File: config.mk
export PLATFORM = sky130hd
export DESIGN_NAME = acsd_dev_flat
export DESIGN_NICKNAME = d
export VERILOG_FILES = /design/src/common/acsd_pkg.sv /design/src/common/acsd_if.sv /design/src/hw/acsd_skid.sv /design/src/hw/acsd_dev.sv /design/src/flat_wrapper.sv
export SDC_FILE = /design/constraint.sdc
export NUM_CORES = 1
export LEC_CHECK = 0
export ABC_CLOCK_PERIOD_IN_PS = 3900
export CORE_AREA = 2 2 168 170
export DETAILED_ROUTE_END_ITERATION = 8
export DIE_AREA = 0 0 170 172
export DONT_BUFFER_PORTS = 1
export HOLD_SLACK_MARGIN = 0.02
export PLACE_DENSITY_LB_ADDON = 0.2
export SYNTH_ARGS = -nofsm -noshare
export SYNTH_HDL_FRONTEND = slang
export SYNTH_HIERARCHICAL = 1
export SYNTH_SLANG_ARGS = --single-unit
File: constraint.sdc
create_clock -name pclk -period 3.9 [get_ports pclk]
set_input_delay 0.39 -clock pclk [delete_from_list [all_inputs] [get_ports pclk]]
set_output_delay 0.39 -clock pclk [all_outputs]
set_load 0.03 [all_outputs]
File: src/common/acsd_pkg.sv
// Package of shared constants and types for the array channel status and DMA setup link.
package acsd_pkg;
  localparam int unsigned DATA_W   = 16;
  localparam int unsigned SPIN_N   = 5;
  localparam int unsigned FUNC_W   = 3;
  localparam int unsigned SEL_LSB  = 0;
  localparam int unsigned SEL_W    = 2;
  localparam int unsigned SECT_LSB = 0;
  localparam int unsigned SECT_W   = 6;
  localparam int unsigned HEAD_LSB = 6;
  localparam int unsigned HEAD_W   = 5;
  localparam int unsigned BYTE_W   = 8;
  localparam logic [15:0] PTR_RST  = 16'h0000;
  localparam logic [15:0] CNT_RST  = 16'h0000;
  localparam logic [4:0]  SPIN_RST = 5'h01;

  typedef enum logic [2:0] {
    ACSD_F_STATUS = 3'h0,
    ACSD_F_SETADR = 3'h1,
    ACSD_F_SETCNT = 3'h2,
    ACSD_F_RDADR  = 3'h3,
    ACSD_F_RDCNT  = 3'h4,
    ACSD_F_MODE   = 3'h5
  } acsd_func_t;

  typedef enum logic [1:0] {
    ACSD_S_END  = 2'h0,
    ACSD_S_CYL  = 2'h1,
    ACSD_S_SH   = 2'h2,
    ACSD_S_BUS  = 2'h3
  } acsd_sel_t;

  // APB register byte offsets of the processor-side controller.
  localparam logic [7:0] REG_CMD    = 8'h00;
  localparam logic [7:0] REG_RESULT = 8'h04;
  localparam logic [7:0] REG_STAT   = 8'h08;
  localparam logic [7:0] REG_MEMWR  = 8'h0c;
  localparam logic [7:0] REG_MEMRD  = 8'h10;
  localparam int unsigned CMD_ACC_LSB  = 0;
  localparam int unsigned CMD_FUNC_LSB = 16;
  localparam int unsigned CMD_MOD_BIT  = 20;
endpackage

File: src/common/acsd_if.sv
// Interface joining the processor channel end and the adapter end.
`timescale 1ns/100ps
interface acsd_if;
  logic        fn_valid;
  logic        fn_ready;
  logic [2:0]  fn_code;
  logic        fn_mod;
  logic [15:0] fn_acc;
  logic        rsp_valid;
  logic [15:0] rsp_acc;
  logic        par_valid;
  logic        par_ready;
  logic [15:0] par_data;
  logic        par_to_dev;
  logic        mem_valid;
  logic        mem_ready;
  logic [15:0] mem_data;

  modport proc (output fn_valid, fn_code, fn_mod, fn_acc, par_ready, mem_valid, mem_data,
                input fn_ready, rsp_valid, rsp_acc, par_valid, par_data, par_to_dev, mem_ready);
  modport dev  (input fn_valid, fn_code, fn_mod, fn_acc, par_ready, mem_valid, mem_data,
                output fn_ready, rsp_valid, rsp_acc, par_valid, par_data, par_to_dev, mem_ready);
endinterface

File: src/hw/acsd_skid.sv
// Two-entry buffer with valid and ready on both sides.
`timescale 1ns/100ps
module acsd_skid #(
  parameter int unsigned W = 16
) (
  input  wire logic         pclk,
  input  wire logic         presetn,
  input  wire logic         in_valid,
  output logic              in_ready,
  input  wire logic [W-1:0] in_data,
  output logic              out_valid,
  input  wire logic         out_ready,
  output logic [W-1:0]      out_data
);
  logic [W-1:0] mem_q [2];
  logic         wp_q;
  logic         rp_q;
  logic [1:0]   cnt_q;
  wire          push = in_valid && in_ready;
  wire          pop  = out_valid && out_ready;

  assign in_ready  = (cnt_q != 2'h2);
  assign out_valid = (cnt_q != 2'h0);
  assign out_data  = mem_q[rp_q];

  always_ff @(posedge pclk or negedge presetn) begin
    if (!presetn) begin
      wp_q     <= 1'b0;
      rp_q     <= 1'b0;
      cnt_q    <= 2'h0;
      mem_q[0] <= '0;
      mem_q[1] <= '0;
    end else begin
      if (push) begin
        mem_q[wp_q] <= in_data;
        wp_q        <= ~wp_q;
      end
      if (pop) begin
        rp_q <= ~rp_q;
      end
      cnt_q <= cnt_q + {1'b0, push} - {1'b0, pop};
    end
  end
endmodule

File: src/hw/acsd_dev.sv
// Adapter end: status parcels, spindle selection and parcel streaming.
//
// Added by the designer: the placing of the registers and the APB register port.
`timescale 1ns/100ps
// Function
// - Status read picks parcel by two accumulator bits.
// - Each parcel ORs all selected spindles.
// - Mode function with modifier one picks spindles.
// - Ending status bytes low then high.
// - Cylinder, sector/head, bus B low A high.
// - Start address loads accumulator bit for bit.
// - Processor loads first parcel memory location.
// - Address increments once per parcel moved.
// - Address readback returns current pointer.
// - Parcel count loads accumulator bit for bit.
// - Processor loads total parcels of transfer.
// - Count decrements once per parcel moved.
// - Count readback returns complemented counter.
module acsd_dev #(
  parameter int unsigned SPIN_N = acsd_pkg::SPIN_N
) (
  input  wire logic                pclk,
  input  wire logic                presetn,
  acsd_if.dev                      lnk,
  input  wire logic [SPIN_N*16-1:0] spin_end_status,
  input  wire logic [SPIN_N*16-1:0] spin_cylinder,
  input  wire logic [SPIN_N*6-1:0]  spin_sector,
  input  wire logic [SPIN_N*5-1:0]  spin_head,
  input  wire logic [SPIN_N*8-1:0]  spin_bus_a,
  input  wire logic [SPIN_N*8-1:0]  spin_bus_b,
  input  wire logic                 xfer_to_dev,
  input  wire logic                 rx_valid,
  output logic                      rx_ready,
  input  wire logic [15:0]          rx_data,
  output logic                      tx_valid,
  input  wire logic                 tx_ready,
  output logic [15:0]               tx_data,
  output logic [SPIN_N-1:0]         spin_sel,
  output logic [15:0]               mode_word,
  output logic                      xfer_active
);
  logic [SPIN_N-1:0] spin_q;
  logic [15:0]       mode_q;
  logic [15:0]       adr_q;
  logic [15:0]       cnt_q;
  logic              rsp_v_q;
  logic [15:0]       rsp_q;
  logic              dir_q;

  function automatic logic [15:0] or_sel(input logic [SPIN_N*16-1:0] v,
                                          input logic [SPIN_N-1:0] s);
    logic [15:0] r;
    r = 16'h0000;
    for (int i = 0; i < SPIN_N; i++) begin
      if (s[i]) begin
        r = r | v[i*16 +: 16];
      end
    end
    return r;
  endfunction

  logic [SPIN_N*16-1:0] sh_flat;
  logic [SPIN_N*16-1:0] bus_flat;
  always_comb begin
    for (int i = 0; i < SPIN_N; i++) begin
      sh_flat[i*16 +: 16]  = {5'h00, spin_head[i*5 +: 5], spin_sector[i*6 +: 6]};
      bus_flat[i*16 +: 16] = {spin_bus_a[i*8 +: 8], spin_bus_b[i*8 +: 8]};
    end
  end

  wire [15:0] par_end = or_sel(spin_end_status, spin_q);
  wire [15:0] par_cyl = or_sel(spin_cylinder, spin_q);
  wire [15:0] par_sh  = or_sel(sh_flat, spin_q);
  wire [15:0] par_bus = or_sel(bus_flat, spin_q);
  wire [1:0]  sel     = lnk.fn_acc[acsd_pkg::SEL_LSB +: acsd_pkg::SEL_W];
  wire [15:0] status_v = (sel == acsd_pkg::ACSD_S_END) ? par_end :
                         (sel == acsd_pkg::ACSD_S_CYL) ? par_cyl :
                         (sel == acsd_pkg::ACSD_S_SH)  ? par_sh  : par_bus;

  wire fn_take = lnk.fn_valid && !rsp_v_q;
  wire is_stat = fn_take && (lnk.fn_code == acsd_pkg::ACSD_F_STATUS);
  wire is_sadr = fn_take && (lnk.fn_code == acsd_pkg::ACSD_F_SETADR);
  wire is_scnt = fn_take && (lnk.fn_code == acsd_pkg::ACSD_F_SETCNT);
  wire is_radr = fn_take && (lnk.fn_code == acsd_pkg::ACSD_F_RDADR);
  wire is_rcnt = fn_take && (lnk.fn_code == acsd_pkg::ACSD_F_RDCNT);
  wire is_mode = fn_take && (lnk.fn_code == acsd_pkg::ACSD_F_MODE);

  // Parcel path: both directions share the buffer, and a parcel counts as moved when the
  // buffer takes it, so pointer and counter step with the data and never run ahead of it.
  wire        active  = (cnt_q != 16'h0000);
  wire        src_v   = dir_q ? lnk.mem_valid : rx_valid;
  wire [15:0] src_d   = dir_q ? lnk.mem_data : rx_data;
  wire        b_in_v  = active && src_v;
  wire        b_in_r;
  wire        b_out_v;
  wire        b_out_r;
  wire [15:0] b_out_d;
  wire        tx_free = !tx_valid || tx_ready;
  acsd_skid #(.W(16)) u_buf (
    .pclk      (pclk),
    .presetn   (presetn),
    .in_valid  (b_in_v),
    .in_ready  (b_in_r),
    .in_data   (src_d),
    .out_valid (b_out_v),
    .out_ready (b_out_r),
    .out_data  (b_out_d)
  );
  wire moved  = b_in_v && b_in_r;
  wire tx_ld  = b_out_v && dir_q && tx_free;
  wire setup  = is_sadr || is_scnt;

  assign b_out_r        = dir_q ? tx_free : lnk.par_ready;
  assign lnk.fn_ready   = !rsp_v_q;
  assign lnk.rsp_valid  = rsp_v_q;
  assign lnk.rsp_acc    = rsp_q;
  assign lnk.par_valid  = b_out_v && !dir_q;
  assign lnk.par_data   = b_out_d;
  assign lnk.par_to_dev = dir_q;
  assign lnk.mem_ready  = active && dir_q && b_in_r;
  assign rx_ready       = active && !dir_q && b_in_r;

  // Only one function is in flight: a new one is refused while its answer stands.
  always_ff @(posedge pclk or negedge presetn) begin
    if (!presetn) begin
      rsp_v_q <= 1'b0;
      rsp_q   <= 16'h0000;
    end else begin
      rsp_v_q <= fn_take;
      if (is_stat) begin
        rsp_q <= status_v;
      end else if (is_radr) begin
        rsp_q <= adr_q;
      end else if (is_rcnt) begin
        rsp_q <= ~cnt_q;
      end else if (fn_take) begin
        rsp_q <= lnk.fn_acc;
      end
    end
  end

  always_ff @(posedge pclk or negedge presetn) begin
    if (!presetn) begin
      spin_q <= acsd_pkg::SPIN_RST[SPIN_N-1:0];
      mode_q <= 16'h0000;
    end else begin
      if (is_mode && lnk.fn_mod) begin
        spin_q <= lnk.fn_acc[SPIN_N-1:0];
      end
      if (is_mode && !lnk.fn_mod) begin
        mode_q <= lnk.fn_acc;
      end
    end
  end

  // A set function in the same cycle as a move wins, and that move is not counted.
  always_ff @(posedge pclk or negedge presetn) begin
    if (!presetn) begin
      adr_q <= acsd_pkg::PTR_RST;
      cnt_q <= acsd_pkg::CNT_RST;
      dir_q <= 1'b0;
    end else begin
      if (is_sadr) begin
        adr_q <= lnk.fn_acc;
      end else if (moved && !setup) begin
        adr_q <= adr_q + 16'h0001;
      end
      if (is_scnt) begin
        cnt_q <= lnk.fn_acc;
        dir_q <= xfer_to_dev;
      end else if (moved && !setup) begin
        cnt_q <= cnt_q - 16'h0001;
      end
    end
  end

  // The output register holds a parcel until the spindle side takes it.
  // A stall backs up into the buffer, so no parcel is lost.
  always_ff @(posedge pclk or negedge presetn) begin
    if (!presetn) begin
      tx_valid <= 1'b0;
      tx_data  <= 16'h0000;
    end else begin
      if (tx_ld) begin
        tx_valid <= 1'b1;
        tx_data  <= b_out_d;
      end else if (tx_ready) begin
        tx_valid <= 1'b0;
      end
    end
  end

  // Registered copies, so spin_sel, mode_word and xfer_active each come straight from a flip-flop.
  always_ff @(posedge pclk or negedge presetn) begin
    if (!presetn) begin
      spin_sel    <= '0;
      mode_word   <= 16'h0000;
      xfer_active <= 1'b0;
    end else begin
      spin_sel    <= spin_q;
      mode_word   <= mode_q;
      xfer_active <= active;
    end
  end
endmodule

File: src/flat_wrapper.sv
// flat-port wrapper written by rule: the top's interface ports become plain ports
module acsd_dev_flat 
#(
  parameter int unsigned SPIN_N = acsd_pkg::SPIN_N
)
  (pclk, presetn, spin_end_status, spin_cylinder, spin_sector, spin_head, spin_bus_a, spin_bus_b, xfer_to_dev, rx_valid, rx_ready, rx_data, tx_valid, tx_ready, tx_data, spin_sel, mode_word, xfer_active, lnk_fn_valid, lnk_fn_code, lnk_fn_mod, lnk_fn_acc, lnk_par_ready, lnk_mem_valid, lnk_mem_data, lnk_fn_ready, lnk_rsp_valid, lnk_rsp_acc, lnk_par_valid, lnk_par_data, lnk_par_to_dev, lnk_mem_ready);
  acsd_if lnk_i ();
  input  wire logic pclk;
  input  wire logic presetn;
  input  wire logic [SPIN_N*16-1:0] spin_end_status;
  input  wire logic [SPIN_N*16-1:0] spin_cylinder;
  input  wire logic [SPIN_N*6-1:0] spin_sector;
  input  wire logic [SPIN_N*5-1:0] spin_head;
  input  wire logic [SPIN_N*8-1:0] spin_bus_a;
  input  wire logic [SPIN_N*8-1:0] spin_bus_b;
  input  wire logic xfer_to_dev;
  input  wire logic rx_valid;
  output logic rx_ready;
  input  wire logic [15:0] rx_data;
  output logic tx_valid;
  input  wire logic tx_ready;
  output logic [15:0] tx_data;
  output logic [SPIN_N-1:0] spin_sel;
  output logic [15:0] mode_word;
  output logic xfer_active;
  input wire logic [$bits(lnk_i.fn_valid)-1:0] lnk_fn_valid;
  input wire logic [$bits(lnk_i.fn_code)-1:0] lnk_fn_code;
  input wire logic [$bits(lnk_i.fn_mod)-1:0] lnk_fn_mod;
  input wire logic [$bits(lnk_i.fn_acc)-1:0] lnk_fn_acc;
  input wire logic [$bits(lnk_i.par_ready)-1:0] lnk_par_ready;
  input wire logic [$bits(lnk_i.mem_valid)-1:0] lnk_mem_valid;
  input wire logic [$bits(lnk_i.mem_data)-1:0] lnk_mem_data;
  output wire logic [$bits(lnk_i.fn_ready)-1:0] lnk_fn_ready;
  output wire logic [$bits(lnk_i.rsp_valid)-1:0] lnk_rsp_valid;
  output wire logic [$bits(lnk_i.rsp_acc)-1:0] lnk_rsp_acc;
  output wire logic [$bits(lnk_i.par_valid)-1:0] lnk_par_valid;
  output wire logic [$bits(lnk_i.par_data)-1:0] lnk_par_data;
  output wire logic [$bits(lnk_i.par_to_dev)-1:0] lnk_par_to_dev;
  output wire logic [$bits(lnk_i.mem_ready)-1:0] lnk_mem_ready;
  assign lnk_i.fn_valid = lnk_fn_valid;
  assign lnk_i.fn_code = lnk_fn_code;
  assign lnk_i.fn_mod = lnk_fn_mod;
  assign lnk_i.fn_acc = lnk_fn_acc;
  assign lnk_i.par_ready = lnk_par_ready;
  assign lnk_i.mem_valid = lnk_mem_valid;
  assign lnk_i.mem_data = lnk_mem_data;
  assign lnk_fn_ready = lnk_i.fn_ready;
  assign lnk_rsp_valid = lnk_i.rsp_valid;
  assign lnk_rsp_acc = lnk_i.rsp_acc;
  assign lnk_par_valid = lnk_i.par_valid;
  assign lnk_par_data = lnk_i.par_data;
  assign lnk_par_to_dev = lnk_i.par_to_dev;
  assign lnk_mem_ready = lnk_i.mem_ready;
  acsd_dev #(.SPIN_N(SPIN_N)) u_core (.pclk(pclk), .presetn(presetn), .lnk(lnk_i), .spin_end_status(spin_end_status), .spin_cylinder(spin_cylinder), .spin_sector(spin_sector), .spin_head(spin_head), .spin_bus_a(spin_bus_a), .spin_bus_b(spin_bus_b), .xfer_to_dev(xfer_to_dev), .rx_valid(rx_valid), .rx_ready(rx_ready), .rx_data(rx_data), .tx_valid(tx_valid), .tx_ready(tx_ready), .tx_data(tx_data), .spin_sel(spin_sel), .mode_word(mode_word), .xfer_active(xfer_active));
endmodule
Word-level counts from Yosys, hierarchy flattened --
Cells that the tools add are included. W data, S select, Z words.
Word-level totals: bits in registers 146, logic and storage cells 131, bits of input ports 355
Operators by class: reductions and logical operators 36, $add $sub $neg 4, magnitude comparators 3, equality and inequality tests 8, bitwise gates (word level) 21, multiplexer cells 42
Operator list (count):
- $mux W16 | 35
- $or A16 B16 Y16 | 12
- $or A16 B11 Y16 | 3
- $bwmux W32 | 1
- $logic_and A1 B1 Y1 | 21
- $add A16 B1 Y16 const B | 1
- $demux W16 S1 | 1
- $not A16 Y16 | 1
- $reduce_bool A16 Y1 | 1
- $sub A16 B1 Y16 const B | 1
- $mux W11 | 1
- $or A11 B11 Y11 | 1
- $reduce_bool A2 Y1 | 4
- $eq A3 B2 Y1 const B | 2
- $eq A3 B3 Y1 const B | 2
- $logic_not A1 Y1 | 5
- $ge A2 B2 Y1 const B | 2
- $mux W1 | 4
- $not A1 Y2 | 2
- $reduce_bool A4 Y1 | 1
- $eq A3 B1 Y1 const B | 1
- $logic_not A3 Y1 | 1
- $add A2 B1 Y2 | 1
- $eq A2 B1 Y1 const B | 1
- 7 further kinds | 9

Longest topological paths before layout --
depth after elaboration 13, gate-level depth with buffers 14

Cells and area by module --
Netlist, hierarchy kept.
Modules (own cells, without submodules):
- acsd_dev | times used 1, sequential area each 2753.9 um^2, area each 7034.2 um^2, cells an instance 762
- acsd_skid | times used 1, sequential area each 900.9 um^2, area each 1697.9 um^2, cells an instance 103

Worst setup path after synthesis --
No wires, ideal clock.
path type register to register, start reg u_core.cnt_q[0], end reg u_core.u_buf.cnt_q[1], slack 1529 ps, data required time 3775 ps, stages on the path, launching flop included 15, arrival time 2246 ps, cell sequence dfrtp_1 inv_1 ha_1 nor4b_1 and4_1 buf_4 inv_2 buf_6 and2_1 nand2_1 ha_1 inv_1 ha_1 xnor2_1 xnor2_1
On the way: word-level cells in the longest chain between the ends 5
Ends and longest elaborated chain:
- from (decl) | RTL line acsd_dev.sv:45 | logic [15:0] cnt_q;
- from (signal assigned) | RTL line acsd_dev.sv:160 | cnt_q <= acsd_pkg::CNT_RST;
- from (signal assigned) | RTL line acsd_dev.sv:169 | cnt_q <= lnk.fn_acc;
- from (signal assigned) | RTL line acsd_dev.sv:172 | cnt_q <= cnt_q - 16'h0001;
- $reduce_bool A16 Y1 | RTL line acsd_dev.sv:90 | wire active = (cnt_q != 16'h0000);
- net u_core.active | RTL line acsd_dev.sv:90
- $logic_and A1 B1 Y1 | RTL line acsd_dev.sv:93 | wire b_in_v = active && src_v;
- net u_core.b_in_v | RTL line acsd_dev.sv:93
- $logic_and A1 B1 Y1 | RTL line acsd_skid.sv:19 | wire push = in_valid && in_ready;
- $add A2 B1 Y2 | RTL line acsd_skid.sv:41 | cnt_q <= cnt_q + {1'b0, push} - {1'b0, pop};
- $sub A2 B1 Y2 | RTL line acsd_skid.sv:41
- to (signal assigned) | RTL line acsd_skid.sv:41
- to (decl) | RTL line acsd_skid.sv:18 | logic [1:0] cnt_q;
The timed path passes the listed nets, and every way through them passes these cells. A chain may end at the register's enable or synchronous reset.

Final worst setup path --
start reg u_core.cnt_q[0], end out rx_ready
On the way: word-level cells in the longest chain between the ends 3
Ends and longest elaborated chain:
- $reduce_bool A16 Y1 | RTL line acsd_dev.sv:90
- $logic_and A1 B1 Y1 (2 in series) | RTL line acsd_dev.sv:121 | assign rx_ready = active && !dir_q && b_in_r;
- to (decl) | RTL line flat_wrapper.sv:18 | output logic rx_ready;
No other way between the ends.

==> Implementation_results.wiki <==
{| class="wikitable"
! Metric !! Value
|-
| Run status || finished, final reports clean
|-
| Count of buffers inserted at the top-level ports || 0
|-
| Total count of max-transition violations in the final report || 0
|-
| Dpl hpwl || 28700 µm
|-
| Number of max-cap violations || 0
|-
| Post-synth top area cell || sky130_fd_sc_hd__dfrtp_1
|-
| CTS tree || built
|-
| Register-to-Register Path Depth || 6
|-
| Net Sw Frac || 43.6%
|-
| # resized after CTS || 0
|-
| Maximum net fanout on the critical path || 14
|-
| Worst Hold Class || input pin to register
|-
| Clock insertion delay at the later pin of the skew report || 0.43 ns
|-
| Die X || 170 µm
|-
| Area growth from synthesis to layout || 8.90%
|-
| Clock root buffer || sky130_fd_sc_hd__clkbuf_16
|-
| Final worst path period need || 2.68 ns
|-
| Worst IR drop on VDD || 0.245 mV
|-
| Deepest level of the CTS H-tree || 4
|-
| Fraction of power consumed by sequential logic || 44.2%
|-
| Routed vias || 7404
|-
| First-pass DRT Iterations || 8
|-
| Unrepaired setup endpoints after global routing || no
|-
| Post-route ant nets || 0
|-
| Most frequently used flop master after synthesis || sky130_fd_sc_hd__dfrtp_1
|-
| Die Y-Extent || 172 µm
|-
| Number of placed I/O pins || 432
|-
| Crit path launch type || register
|-
| Final non-filler cell area || 9510 µm²
|-
| Final net count || 1181
|-
| Drt wl/cell || 31.1 µm
|-
| Synth warnings || 6
|-
| Fin Clk Skew || 0.0149 ns
|-
| Leak Pwr || 0.00364 µW
|-
| Die footprint || 29200 µm²
|-
| Worst path setup slack after routing || 1.22 ns
|-
| Post-synth EDFFs || 0
|-
| Total track usage || 23.9%
|-
| Worst path cell trace || inv_1 -> ha_1 -> nor4b_1 -> and4_1 -> inv_2 -> nand2_1 -> nor2_1
|-
| Wire length of the first global-routing pass || 49400 µm
|-
| Sequential-to-total area share from yosys stat || 41.9%
|-
| Drt initial violations || 769
|-
| Final period utilization || 68.6%
|-
| Share of cells above drive strength 1 || 19.8%
|-
| Count of state elements after synthesis || 146
|-
| Most frequent standard cell in the layout excluding fill and tap cells || sky130_fd_sc_hd__dfrtp_1
|-
| Biggest cell delay along the critical path || 0.49 ns
|-
| Vias in the first global route || 6877
|-
| WHS Path Cells || 2
|-
| DRC violations left || 0
|-
| Tightest slew margin relative to the limit || 20.5%
|-
| Cell-internal power || 4010 µW
|-
| Number of buffers created by CTS || 17
|-
| Placement Rows || 61
|-
| Post-placement worst setup slack || 1.42 ns
|-
| Antenna violations before repair || 13
|-
| Comb power frac || 32.9%
|-
| Transition time at the pin with the least slew margin || 1.19 ns
|-
| Slowest stage cell, crit path || sky130_fd_sc_hd__nor2_1
|-
| Required time of the critical path || 3.51 ns
|-
| Category of the worst setup path capture point || primary output
|-
| Overflow left after global routing || 0
|-
| Area contributors post-synth || sky130_fd_sc_hd__dfrtp_1 (42%), sky130_fd_sc_hd__mux2_2 (9.5%), sky130_fd_sc_hd__a22oi_1 (8.2%), sky130_fd_sc_hd__mux2_4 (3.4%), sky130_fd_sc_hd__a21oi_1 (3.2%)
|-
| Combined area of all synthesized cells || 8730 µm²
|-
| Buffers from clock root to sink, at most || 2
|-
| Top achievable clock speed || 374 MHz
|-
| Aggregate negative setup slack || 0 ns
|-
| GPL Wtd Cong || 0.838
|-
| Hold violation count in the final report || 0
|-
| Synthesized netlist net count || 1224
|-
| Initial Util || 31.8%
|-
| Area of the core region || 27500 µm²
|-
| Number of endpoints failing setup at the final stage || 0
|-
| Critical path class || register to primary output
|-
| Highest-count cells in the layout ignoring fill and taps || sky130_fd_sc_hd__dfrtp_1 (141), sky130_fd_sc_hd__a22oi_1 (95), sky130_fd_sc_hd__mux2_2 (74), sky130_fd_sc_hd__nand2_1 (71), sky130_fd_sc_hd__a21oi_1 (55)
|-
| Async set-reset flop share out of synthesis || 100%
|-
| Arrival time worst endpoint || 2.29 ns
|-
| Post-Synthesis Cells || 865
|-
| Placed cell areas || 8870 µm²
|-
| Clock share of power || 22.8%
|-
| Unique masters post-synth || 62
|-
| Final worst hold slack || 0.0721 ns
|-
| Mapped Avg Cell Area || 10.1 µm²
|-
| CTS sink count || 146
|-
| Post-CTS clock slew at the launch and capture registers of the worst setup and hold paths || 0.07 ns
|-
| Average vias per placed instance || 6.24
|-
| Pwr Density || 749 nW/µm²
|-
| Largest net degree at the start of global routing || 147
|-
| Fraction of synthesized cell area taken by the top area cell type || 41.6%
|-
| Net Switching || 3110 µW
|-
| Final wirelength || 37000 µm
|}
[timing repair]
action                                 4_1_cts  5_1_grt
hold buffers                                 2        0
endpoints found under the hold margin      146        0
setup buffers                                0        0
[cell type report]
| type | instances | area [µm²] |
|---|---|---|
| Timing Repair Buffer | 13 | 120 |
| Clock inverter | 15 | 161 |
| Antenna cell | 6 | 15.0 |
| Clock buffer | 17 | 425 |
| Sequential cell | 146 | 3660 |
| Multi-Input combinational cell | 637 | 4670 |
| Tap cell | 346 | 433 |
| Inverter | 7 | 26.3 |
| Fill cell | 2787 | 18000 |
[power by group through the flow]
stage,Clock [µW],Sequential (µW),Combinational (µW)
after CTS,1670,3140,2350
after detailed placement,0,3160,2310
after floorplan,0,2750,2140
after global placement,0,3160,2270
final,1630,3150,2340
after global routing,1750,3240,2550
[sequential cells by signal, indices dropped and copies added, names as in the netlist]
signal                 flops
u_core/u_buf/mem_q        32
u_core/lnk.rsp_acc        16
u_core/adr_q              16
u_core/tx_data            16
u_core/tx_valid            1
u_core/u_buf/wp_q          1
u_core/spin_sel            5
u_core/xfer_active         1
u_core/spin_q              5
u_core/u_buf/rp_q          1
u_core/cnt_q              16
u_core/mode_word          16
u_core/u_buf/cnt_q         2
u_core/lnk.rsp_valid       1
u_core/mode_q             16
u_core/lnk.par_to_dev      1
[synthesized netlist by cell type (3+ instances only)]
master,number
sky130_fd_sc_hd__xnor2_1,21
sky130_fd_sc_hd__nand3b_1,4
sky130_fd_sc_hd__nand2b_1,5
sky130_fd_sc_hd__a222oi_1,23
sky130_fd_sc_hd__mux2_4,20
sky130_fd_sc_hd__nor2_1,28
sky130_fd_sc_hd__nor2b_1,5
sky130_fd_sc_hd__nand2_1,71
sky130_fd_sc_hd__o211ai_1,7
sky130_fd_sc_hd__nand4_1,26
sky130_fd_sc_hd__or3_1,4
sky130_fd_sc_hd__a31oi_1,5
sky130_fd_sc_hd__buf_6,6
sky130_fd_sc_hd__a21oi_1,55
sky130_fd_sc_hd__mux2_1,10
sky130_fd_sc_hd__and3_1,14
sky130_fd_sc_hd__a22oi_1,95
sky130_fd_sc_hd__buf_1,5
sky130_fd_sc_hd__nor4_2,9
sky130_fd_sc_hd__o21ai_0,24
sky130_fd_sc_hd__or2_2,3
sky130_fd_sc_hd__nand3_1,35
sky130_fd_sc_hd__mux2_2,74
sky130_fd_sc_hd__nor4_1,12
sky130_fd_sc_hd__xor2_1,7
sky130_fd_sc_hd__ha_1,4
sky130_fd_sc_hd__dfrtp_1,145
sky130_fd_sc_hd__buf_2,13
sky130_fd_sc_hd__a211oi_1,10
sky130_fd_sc_hd__clkbuf_1,47
sky130_fd_sc_hd__a311o_1,3
sky130_fd_sc_hd__and4_1,4
sky130_fd_sc_hd__o21ai_1,16
sky130_fd_sc_hd__nor3_1,8
sky130_fd_sc_hd__o22ai_1,9
sky130_fd_sc_hd__inv_1,5
[layer usage]
layer | global-route usage [%] | wire length (µm) | vias up
li1 | - | - | 3249
met5 | 0 | 92 | -
met2 | 34.1 | 15900 | 456
met4 | 6.54 | 857 | 14
met3 | 11.6 | 4600 | 57
met1 | 32.2 | 15500 | 3628
[metrics by stage]
step / std cells / util, % / power, µW
after CTS: 1181 / 34.6 / 7170
after global placement: 1147 / 32.3 / 5430
after detailed placement: 1147 / 32.3 / 5470
after global routing: 1187 / 34.6 / 7530
final: 1187 / 34.6 / 7120
after floorplan: 865 / - / 4890
[critical path, delay by kind of cell, from the launching register on]
| family | cells | cell delay [ns] |
|---|---|---|
| adder cells (fa/ha/maj) | 1 | 0.22 |
| flip-flops | 1 | 0.41 |
| buffers and inverters | 2 | 0.28 |
| AND/OR/NAND/NOR | 4 | 0.95 |
[final timing paths]
kind / startpoint / to / slack [ns]
max: u_core/cnt_q[0] / rx_ready / 1.22
max in group asynchronous: presetn / u_core/spin_q[4] / 2.61
min in group asynchronous: presetn / u_core/tx_data[13] / 0.53
min reg2reg: u_core/mode_q[5] / u_core/mode_word[5] / 0.37
max reg2reg: u_core/spin_q[2] / u_core/lnk.rsp_acc[9] / 1.37
min: xfer_to_dev / u_core/lnk.par_to_dev / 0.07
[cells by family after synthesis]
| logic type | count (synthesis) | share of synthesized area, % |
|---|---|---|
| flops | 146 | 41.9 |
| simple gates | 241 | 15.2 |
| fa+ha+maj | 4 | 0.573 |
| xor+xnor | 28 | 2.81 |
| compound gates | 259 | 20.5 |
| buf+inv | 82 | 4.69 |
| mux | 105 | 14.4 |
Note: power is estimated with default switching activity, not from simulation.
